===== src/include/tna_pkg.sv =====
/*
  tna_pkg: operation codes, field positions, widths and reset values
  for the timer nibble access unit.
  assumes: the cpu core and the timers share sys_clk with this unit.
*/
package tna_pkg;

  localparam int TNA_NIB_W = 4;
  localparam int TNA_CNT_W = 8;
  localparam int TNA_OP_W = 4;

  // interrupt enable bit positions in the two control nibbles
  localparam int TNA_FIRST_TIMER_IRQ_ENABLE_BIT = 2;
  localparam int TNA_SECOND_TIMER_IRQ_ENABLE_BIT = 3;
  localparam int TNA_THIRD_TIMER_IRQ_ENABLE_BIT = 0;

  // reset values
  localparam logic [7:0] TNA_RELOAD_RESET = 8'h00;
  localparam logic [3:0] TNA_NIB_RESET = 4'h0;

  typedef enum logic [3:0] {
    TNA_OP_READ_PRESCALE = 4'h0,
    TNA_OP_WRITE_PRESCALE = 4'h1,
    TNA_OP_READ_T1 = 4'h2,
    TNA_OP_WRITE_T1 = 4'h3,
    TNA_OP_WRITE_T1_RELOAD_ONLY = 4'h4,
    TNA_OP_READ_T2 = 4'h5,
    TNA_OP_WRITE_T2 = 4'h6,
    TNA_OP_READ_T3 = 4'h7,
    TNA_OP_WRITE_T3 = 4'h8,
    TNA_OP_WRITE_T3_RELOAD_HIGH = 4'h9,
    TNA_OP_T3_FROM_RELOAD_LOW = 4'hA,
    TNA_OP_TEST_T1_FLAG = 4'hB,
    TNA_OP_TEST_T2_FLAG = 4'hC,
    TNA_OP_TEST_T3_FLAG = 4'hD
  } tna_op_type;

endpackage : tna_pkg


===== src/design/tna_timer_nibble_access.sv =====
/*
  tna_timer_nibble_access: executes the timer transfer and flag test
  operations of a 4-bit cpu core, moving nibbles between cpu registers
  a/b and the prescaler, the three timers and their reload registers.
  outputs: read results come back one cycle after the operation with an
  ab_write pulse; load pulses carry load_value into the counters in that
  same cycle; skip_next is a one-cycle pulse; reloads and flags hold.
  assumes: op_valid is a one-cycle pulse on sys_clk from the core; timer
  counts, underflow events and control nibbles come from sys_clk logic.
  assumes: the counters act on a load pulse in the cycle it stands and
  the core loads a and b on ab_write; reset_n is synchronous, active low.
*/
// Summary of operation
// - prescaler read puts upper count nibble in b, lower in a.
// - prescaler write loads b high, a low into counter and reload together.
// - timer 1 read puts upper count nibble in b, lower in a.
// - timer 1 write loads b high, a low into count and reload together.
// - timer 1 reload-only write loads b:a into reload, count untouched.
// - timer 2 read puts upper count nibble in b, lower in a.
// - timer 2 write loads b high, a low into count and reload together.
// - timer 3 read puts upper count nibble in b, lower in a.
// - timer 3 write loads b:a into count and low reload register.
// - high reload write takes b:a, leaving timer 3 and low reload alone.
// - a transfer copies timer 3 low reload into timer 3 count.
// - timer 1 test with enable 0 skips and clears when flag set.
// - timer 1 test with enable bit 2 of first control set is a no-op.
// - timer 2 test with enable 0 skips and clears when flag set.
// - timer 2 test with enable bit 3 of first control set is a no-op.
// - timer 3 test with enable 0 skips and clears when flag set.
// - timer 3 test with enable bit 0 of second control set is a no-op.
`timescale 1ns/1ps

module tna_timer_nibble_access #(
  parameter int CNT_W = 8
) (
  input wire logic sys_clk,
  input wire logic reset_n,
  input wire logic op_valid,
  input wire tna_pkg::tna_op_type op_code,
  input wire logic [3:0] reg_a_in,
  input wire logic [3:0] reg_b_in,
  input wire logic [3:0] irq_ctrl_first,
  input wire logic [3:0] irq_ctrl_second,
  input wire logic [7:0] prescale_count,
  input wire logic [7:0] first_timer_count,
  input wire logic [7:0] second_timer_count,
  input wire logic [7:0] third_timer_count,
  input wire logic first_timer_event,
  input wire logic second_timer_event,
  input wire logic third_timer_event,
  output logic [3:0] reg_a_out,
  output logic [3:0] reg_b_out,
  output logic ab_write,
  output logic skip_next,
  output logic prescale_load,
  output logic first_timer_load,
  output logic second_timer_load,
  output logic third_timer_load,
  output logic [7:0] load_value,
  output logic [7:0] prescale_reload,
  output logic [7:0] first_timer_reload,
  output logic [7:0] second_timer_reload,
  output logic [7:0] third_timer_reload_low,
  output logic [7:0] third_timer_reload_high,
  output logic first_timer_irq_flag,
  output logic second_timer_irq_flag,
  output logic third_timer_irq_flag
);
  import tna_pkg::*;

  // elaboration checks on the widths the nibble paths are wired for
  if (CNT_W != TNA_CNT_W) begin : g_bad_cnt_w
    $error("tna_timer_nibble_access: CNT_W must be 8");
  end

  if (TNA_NIB_W != 4) begin : g_bad_nib_w
    $error("tna_timer_nibble_access: nibble paths are four bits wide");
  end

  if (CNT_W != 2 * TNA_NIB_W) begin : g_bad_nib_split
    $error("tna_timer_nibble_access: CNT_W must split into two nibbles");
  end

  if ($bits(tna_op_type) != TNA_OP_W) begin : g_bad_op_w
    $error("tna_timer_nibble_access: operation code width mismatch");
  end

  if (TNA_FIRST_TIMER_IRQ_ENABLE_BIT >= TNA_NIB_W ||
      TNA_SECOND_TIMER_IRQ_ENABLE_BIT >= TNA_NIB_W ||
      TNA_THIRD_TIMER_IRQ_ENABLE_BIT >= TNA_NIB_W) begin : g_bad_enable_bit
    $error("tna_timer_nibble_access: enable bit outside its control nibble");
  end

  typedef struct packed {
    logic [3:0] a;
    logic [3:0] b;
    logic ab_write;
    logic skip;
    logic ps_load;
    logic t1_load;
    logic t2_load;
    logic t3_load;
    logic [7:0] load_value;
    logic [7:0] ps_reload;
    logic [7:0] t1_reload;
    logic [7:0] t2_reload;
    logic [7:0] t3_reload_low;
    logic [7:0] t3_reload_high;
    logic [2:0] flags;
  } tna_state_type;

  // every register cleared; loads and pulses idle
  localparam tna_state_type STATE_RESET = '{
    a: TNA_NIB_RESET,
    b: TNA_NIB_RESET,
    ab_write: 1'h0,
    skip: 1'h0,
    ps_load: 1'h0,
    t1_load: 1'h0,
    t2_load: 1'h0,
    t3_load: 1'h0,
    load_value: TNA_RELOAD_RESET,
    ps_reload: TNA_RELOAD_RESET,
    t1_reload: TNA_RELOAD_RESET,
    t2_reload: TNA_RELOAD_RESET,
    t3_reload_low: TNA_RELOAD_RESET,
    t3_reload_high: TNA_RELOAD_RESET,
    flags: 3'h0
  };

  tna_state_type state_q;
  tna_state_type state_d;

  // b is the upper nibble, a the lower
  function automatic logic [7:0] join_nibbles(input logic [3:0] hi, input logic [3:0] lo);
    return {hi, lo};
  endfunction : join_nibbles

  // returns {skip, clear}: no-op while enabled, else skip and clear on set flag
  function automatic logic [1:0] flag_test(input logic enable, input logic flag);
    if (enable) begin
      return 2'h0;
    end else begin
      return {flag, flag};
    end
  endfunction : flag_test

  // upper nibble of a count, bound for b
  function automatic logic [3:0] hi_nib(input logic [7:0] word);
    return word[7:4];
  endfunction : hi_nib

  // lower nibble of a count, bound for a
  function automatic logic [3:0] lo_nib(input logic [7:0] word);
    return word[3:0];
  endfunction : lo_nib

  // strobe for one operation code
  function automatic logic op_hit(input logic valid, input tna_op_type code,
                                  input tna_op_type want);
    return valid && (code == want);
  endfunction : op_hit

  logic [2:0] event_in;
  logic [2:0] enable_in;
  logic [2:0] test_sel;
  logic [2:0] test_skip;
  logic [2:0] test_clear;
  logic [7:0] ab_word;

  // per-timer vectors, index 0 is timer 1
  assign event_in = {third_timer_event, second_timer_event, first_timer_event};
  assign enable_in = {irq_ctrl_second[TNA_THIRD_TIMER_IRQ_ENABLE_BIT],
                      irq_ctrl_first[TNA_SECOND_TIMER_IRQ_ENABLE_BIT],
                      irq_ctrl_first[TNA_FIRST_TIMER_IRQ_ENABLE_BIT]};
  assign test_sel = {op_hit(op_valid, op_code, TNA_OP_TEST_T3_FLAG),
                     op_hit(op_valid, op_code, TNA_OP_TEST_T2_FLAG),
                     op_hit(op_valid, op_code, TNA_OP_TEST_T1_FLAG)};
  // write ops take b:a as one word
  assign ab_word = join_nibbles(reg_b_in, reg_a_in);

  // one flag tester per timer; acts only when its own test is the op
  for (genvar i = 0; i < 3; i++) begin : g_flag_test
    logic [1:0] result;
    assign result = flag_test(enable_in[i], state_q.flags[i]);
    assign test_skip[i] = test_sel[i] && result[1];
    assign test_clear[i] = test_sel[i] && result[0];
  end

  always_comb begin
    state_d = state_q;
    // pulses last one cycle
    state_d.ab_write = 1'h0;
    state_d.skip = 1'h0;
    state_d.ps_load = 1'h0;
    state_d.t1_load = 1'h0;
    state_d.t2_load = 1'h0;
    state_d.t3_load = 1'h0;

    state_d.skip = |test_skip;
    // an underflow in the clearing cycle is kept
    state_d.flags = (state_q.flags & ~test_clear) | event_in;

    if (op_valid) begin
      // reads: b takes the upper nibble, a the lower
      case (op_code)
        TNA_OP_READ_PRESCALE: begin
          state_d.b = hi_nib(prescale_count);
          state_d.a = lo_nib(prescale_count);
          state_d.ab_write = 1'h1;
        end
        TNA_OP_WRITE_PRESCALE: begin
          // counter and reload take the same word
          state_d.ps_reload = ab_word;
          state_d.load_value = ab_word;
          state_d.ps_load = 1'h1;
        end
        TNA_OP_READ_T1: begin
          state_d.b = hi_nib(first_timer_count);
          state_d.a = lo_nib(first_timer_count);
          state_d.ab_write = 1'h1;
        end
        TNA_OP_WRITE_T1: begin
          // count and reload take the same word
          state_d.t1_reload = ab_word;
          state_d.load_value = ab_word;
          state_d.t1_load = 1'h1;
        end
        TNA_OP_WRITE_T1_RELOAD_ONLY: begin
          // no load pulse; running count untouched
          state_d.t1_reload = ab_word;
        end
        TNA_OP_READ_T2: begin
          state_d.b = hi_nib(second_timer_count);
          state_d.a = lo_nib(second_timer_count);
          state_d.ab_write = 1'h1;
        end
        TNA_OP_WRITE_T2: begin
          // count and reload take the same word
          state_d.t2_reload = ab_word;
          state_d.load_value = ab_word;
          state_d.t2_load = 1'h1;
        end
        TNA_OP_READ_T3: begin
          state_d.b = hi_nib(third_timer_count);
          state_d.a = lo_nib(third_timer_count);
          state_d.ab_write = 1'h1;
        end
        TNA_OP_WRITE_T3: begin
          // count and low reload take the word; high reload has its own op
          state_d.t3_reload_low = ab_word;
          state_d.load_value = ab_word;
          state_d.t3_load = 1'h1;
        end
        TNA_OP_WRITE_T3_RELOAD_HIGH: begin
          // no load pulse; timer 3 and low reload keep
          state_d.t3_reload_high = ab_word;
        end
        TNA_OP_T3_FROM_RELOAD_LOW: begin
          // low reload as it stood before this op
          state_d.load_value = state_q.t3_reload_low;
          state_d.t3_load = 1'h1;
        end
        TNA_OP_TEST_T1_FLAG,
        TNA_OP_TEST_T2_FLAG,
        TNA_OP_TEST_T3_FLAG: begin
          // the flag testers above do the work
        end
        default: begin
          // unused codes do nothing
        end
      endcase
    end
  end

  // synchronous reset of the whole state register
  always_ff @(posedge sys_clk) begin
    if (!reset_n) begin
      state_q <= STATE_RESET;
    end else begin
      state_q <= state_d;
    end
  end

  // all outputs straight from the state register
  assign reg_a_out = state_q.a;
  assign reg_b_out = state_q.b;
  assign ab_write = state_q.ab_write;
  assign skip_next = state_q.skip;
  assign prescale_load = state_q.ps_load;
  assign first_timer_load = state_q.t1_load;
  assign second_timer_load = state_q.t2_load;
  assign third_timer_load = state_q.t3_load;
  assign load_value = state_q.load_value;
  assign prescale_reload = state_q.ps_reload;
  assign first_timer_reload = state_q.t1_reload;
  assign second_timer_reload = state_q.t2_reload;
  assign third_timer_reload_low = state_q.t3_reload_low;
  assign third_timer_reload_high = state_q.t3_reload_high;
  assign first_timer_irq_flag = state_q.flags[0];
  assign second_timer_irq_flag = state_q.flags[1];
  assign third_timer_irq_flag = state_q.flags[2];

endmodule : tna_timer_nibble_access


===== config.mk =====
export PLATFORM = sky130hd
export DESIGN_NAME = tna_timer_nibble_access
export DESIGN_NICKNAME = d
export VERILOG_FILES = /design/src/include/tna_pkg.sv /design/src/design/tna_timer_nibble_access.sv
export SDC_FILE = /design/constraint.sdc
export NUM_CORES = 1
export LEC_CHECK = 0
export BUFFER_PORTS_ARGS = -buffer_cell sky130_fd_sc_hd__buf_2
export CORE_MARGIN = 1
export CORE_UTILIZATION = 52
export DETAILED_ROUTE_END_ITERATION = 6
export PLACE_DENSITY = 0.85
export SYNTH_ARGS = -nofsm -noshare
export SYNTH_HDL_FRONTEND = slang
export SYNTH_SLANG_ARGS = --single-unit

===== constraint.sdc =====
create_clock -name sys_clk -period 2.06 [get_ports sys_clk]
set_clock_uncertainty 0.1 [all_clocks]
set_input_delay 0.103 -clock sys_clk [delete_from_list [all_inputs] [get_ports sys_clk]]
set_output_delay 0.103 -clock sys_clk [all_outputs]
set_load 0.03 [all_outputs]

* Yosys cells after proc, flatten, opt, wreduce, memory -nomap -nowiden *
Cells that the tools add are included.

storage, ports and cells
  register bits = 65
  latch bits = 0
  bits in writable memories = 0
  memory bits (read-only) = 0
  input bits = 58
  output and inout port bits = 65
  memories kept = 0

operators by class
  add/sub/neg operators = 0
  multipliers = 0
  divide/modulo/power cells = 0
  $lt $le $gt $ge = 0
  eq/ne operators = 13
  shift operators = 0
  muxes and demuxes = 9
  bitwise operators = 3
  reduce and logical (&&, ||, !) cells = 24

operators by type and width
  cell                count
  $pmux 9 s4          1
  $eq 4x4->1 const B  6
  $eq 4x3->1 const B  4
  $pmux 8 s2          1
  $reduce_and 2->1    8
  $logic_and 1x1->1   9
  $eq 4x2->1 const B  2
  $mux 2              3
  $eq 4x1->1 const B  1
  $logic_not 4->1     1
  $mux 1              4
  $reduce_bool 4->1   1
  $reduce_or 2->1     2
  $reduce_or 4->1     1
  $and 3x3->3         1
  $not 3->3           1
  $or 3x3->3          1
  $reduce_or 3->1     1
  $reduce_bool 2->1   1

* Longest topological paths before layout *
  depth after elaboration = 6
  depth in mapped cells = 6

* Worst setup path before layout *
OpenSTA, ideal clock, no wires.

  path kind = input to register
  from = input op_code[2]
  to = register state_q, in the netlist load_value[0]
  arrival time = 1.141 ns
  slack = 0.715 ns
  stages on the path = 5
  path buffers = 2
  cell sequence = buf_6 > and3b_1 > buf_6 > o311a_4 > a2111oi_2

on the way
  longest elaborated chain between the ends = 4

ends and longest elaborated chain
  item                                line                            source
  from (decl)                         tna_timer_nibble_access.sv:39   input wire tna_pkg::tna_op_type op_code,
  $eq 4x4->1 (tied with other cells)  tna_timer_nibble_access.sv:206  case (op_code)
  $reduce_or 4->1 (no line)           --
  $reduce_bool 2->1 (no line)         --
  $reduce_and 2->1 (no line)          --
  to (signal assigned)                tna_timer_nibble_access.sv:281  state_q <= state_d;
  to (decl)                           tna_timer_nibble_access.sv:131  tna_state_type state_q;

Parallel ways exist; a longest one is shown, timed or not.
A chain may end at the register's enable or synchronous reset.

* Final worst setup path *
  from = input op_code[1]
  to = register state_q, in the netlist third_timer_irq_flag

on the way
  longest elaborated chain between the ends = 6

ends and longest elaborated chain
  item               line                            source
  $eq 4x4->1         tna_timer_nibble_access.sv:161  return valid && (code == want);
  $logic_and 1x1->1  tna_timer_nibble_access.sv:161
  $logic_and 1x1->1  tna_timer_nibble_access.sv:187  assign test_clear[i] = test_sel[i] && result[0];
  $not 3->3          tna_timer_nibble_access.sv:202  state_d.flags = (state_q.flags & ~test_clear) | event_in;
  $and 3x3->3        tna_timer_nibble_access.sv:202
  $or 3x3->3         tna_timer_nibble_access.sv:202

No other way between the ends.

==> results.md <==
- Cell depth of the worst hold path: 3
- Unrepaired setup endpoints after global routing: no
- Initial Utilization: a little under three fifths
- Post-route ant nets: 0
- Total grt overflow: 0
- Status: completed
- Worst Path Buf+Inv: 3
- Setup TNS: 0 ps
- Final Critical Period: 1510 ps
- Core Util, Final: 70.8%
- Fmax: 664 MHz
- Most common cell after layout, fill and taps aside: buf_2
- Vias per inst: 6.02
- Synth Flop Type: dfxtp_1
- Crit path cell chain: buf_2, buf_12, nand3b_1, o31ai_1, a21oi_1, dlygate4sd3_1
- Synth Area in XOR/XNOR: less than 1%
- Mapped cell area: 3140 µm²
- Ys async rst share: 0%
- Crit Path Category: in -> reg
- Initial DRT Pass Iterations: 5
- WP data arrival: 1630 ps
- CTS tree: built
- Initial drt markers: 343
- Syn Nets: 409
- M1 WL: 3730 µm
- Startpoint Class: primary input
- Final setup viols: 0
- Synth Area in Compound Gates: 23.6%
- R2R Path Start: third_timer_irq_flag
- Die Ht: 79.8 µm
- Post-synth top area cell: dfxtp_1
- Die X: 79.8 µm
- Placer Congestion: 0.810
- Critical path's slowest cell: dlygate4sd3_1
- Area contributors post-synth: dfxtp_1 (41%), a21oi_1 (6.5%), nand3_1 (5.4%), mux2i_1 (5.1%), mux2_2 (5.0%)
- Hold WS: between 5 and 6 ps
- Root buffer cell: clkbuf_8
- Post-Syn Instances: 351
- Area delta synth->final: 27.9%
- Yosys top cell area share: 41.4%
- # rows: 27
- Met2 wire length: ~4500 µm
- Final period utilization: 73.1%
- CP delay by family, top: buffers and inverters
- Fin. Hold Viols: 0
- Slew Viols, Final: 0
- Static Leak: 1.68 nW
- Hold Crit Start: reg_a_in[0]
- Max-Slew Margin vs Limit: 56.7%
- Seq/Total Area, Yosys: 41.4%
- Post-CTS Resized: 0
- R2r worst-path depth: 3
- Endpoint class of the critical path: flip-flop
- DRC Markers: 0
- Post-Synth Simple-Gate Area: 17.5%
- DIE AREA: 6360 µm²
- Max FO, Critical Path: 26
- Yosys reg bits: 65
- CTS Buf Count: 9
- Final nets: 519
- Reg clk slew, reported paths: 70 ps
- Required time worst endpoint: 2190 ps
- Largest net degree at the start of global routing: 41
- Share of cells above drive strength 1: between 30% and 40%
- Core area: 5680 µm²
- CTS H-Tree Depth: 3
- Max-cap check violation count: 0
- Mapped Avg Cell Area: approximately 9.0 µm²
- Post-Synth Adder-Cell Area: 0%
- Synth cell types: 45
- Top Ports: 123
- Post-synth EDFFs: 0
- Number of global-route vias before repair: 2,831
- Hold Crit Endpoint: first_timer_reload[0]
- Initial antenna violation count: 0
- Ys Warns: 0
- Clk Latency, worst-skew pair: 340 ps
- Most frequent cells in the layout: buf_2 (117), dfxtp_1 (65), a21oi_1 (41), nand3_1 (34), o21ai_0 (23)
- Cell count after placement: 514
- R2r setup slk: roughly 750 ps
- VDD IR max: 0.449 mV
- First-pass GRT wire length: approximately 14,000 µm
- Vias: 3,239
- Diode count: 0
- Mux cell area share after synthesis: 10.1%
- Worst slew pin tran: approximately 640 ps
- CTS Sinks: 65
- Wire length on met3: 759 µm
- FF-to-FF End: third_timer_irq_flag
- DP Wirelength: roughly 6200 µm
- Routed len/inst: between 15 and 20 µm
- Overall power: 3.00 mW
- Hold Path Class: in -> reg
- Largest family of logic cells by synthesized area: compound AO/OA/AOI/OAI gates
- CTS max path bufs: 2
- P per Cell Area: 747 nW/µm²
- Total GRT Usage: 29.0%
- Top sig layer: met4
- I/O Buffers: 117
- Fin cells: 538
- Max incr delay on CP: between 500 and 600 ps
- Post-Route WL: 9130 µm
[repair_timing]
| item | 4_1_cts | 5_1_grt |
|---|---|---|
| endpoints found under the hold margin | 18 | 0 |
| hold buffers | 8 | 0 |
| buffers inserted | 0 | 0 |
[worst min-delay path, delay by kind of cell]
family        cells  cell delay (ps)
mux               1               60
buf+inv           1              160
simple gates      1               70
[registers in the layout (all words and copies together), names as in the netlist, 4 cells and up]
register                 cells
load_value                   8
third_timer_reload_high      8
third_timer_reload_low       8
reg_b_out                    4
first_timer_reload           8
second_timer_reload          8
prescale_reload              8
reg_a_out                    4
[where the power goes]
part           total, mW  internal [mW]  switching (mW)  leakage, nW
logic              0.482          0.180           0.301         1.04
registers           1.32           1.29          0.0244        0.528
clock network       1.20          0.713           0.492        0.113
[cell usage after synthesis, types with 2 or more instances]
| library cell | count |
|---|---|
| clkinv_1 | 2 |
| mux2i_1 | 16 |
| a22oi_1 | 7 |
| o31ai_1 | 2 |
| nor4_1 | 11 |
| nor3_1 | 3 |
| nand2b_1 | 10 |
| clkbuf_1 | 18 |
| o22ai_1 | 8 |
| nand3_1 | 34 |
| nor2_1 | 2 |
| o21ai_1 | 10 |
| o21ai_0 | 23 |
| mux2_2 | 14 |
| buf_6 | 5 |
| nand3b_1 | 3 |
| a221oi_1 | 2 |
| a211oi_1 | 7 |
| inv_1 | 5 |
| buf_2 | 12 |
| dfxtp_1 | 65 |
| a21oi_1 | 41 |
| nor2b_1 | 2 |
| and3b_1 | 3 |
| nand2_1 | 18 |
| and2_1 | 2 |
| a2111oi_2 | 8 |
[cell type report]
| class | instances | area (µm²) |
|---|---|---|
| timing repair buffer | 136 | 761 |
| fill | 426 | 1660 |
| multi-input combinational | 242 | 1620 |
| tap | 72 | 90.1 |
| clock inverter | 5 | 78.8 |
| clock buffer | 11 | 141 |
| sequential | 65 | 1300 |
| inverter | 7 | 26.3 |
[routing by layer]
metal	global-route usage (%)	vias up
li1	-	1517
met1	38.0	1509
met2	45.9	186
met3	6.97	27
met4	11.4	0
met5	0	-
[kinds of logic after synthesis]
| logic type | count (synthesis) |
|---|---|
| AO/OA/AOI/OAI | 114 |
| multiplexers | 30 |
| flip-flops | 65 |
| buffers and inverters | 44 |
| AND/OR/NAND/NOR | 97 |
| XOR/XNOR | 1 |
[stage by stage]
step                instance area [µm²]  setup WS [ps]
floorplan                          3140            715
global placement                   3720            372
detailed placement                 3720            294
CTS                                4020            629
global route                       4020            504
finish                             4020            554
[how the worst max path moves through the flow]
stage	start	endpoint	slack, ps	depth (start not counted)
floorplan	op_code[2]	load_value[0]	720	5
global placement	op_code[3]	load_value[4]	370	4
detailed placement	op_code[3]	load_value[2]	290	4
CTS	op_code[1]	third_timer_irq_flag	630	6
global route	op_code[2]	load_value[7]	500	4
finish	op_code[1]	third_timer_irq_flag	550	6
Note: power is estimated with default switching activity, not from simulation.
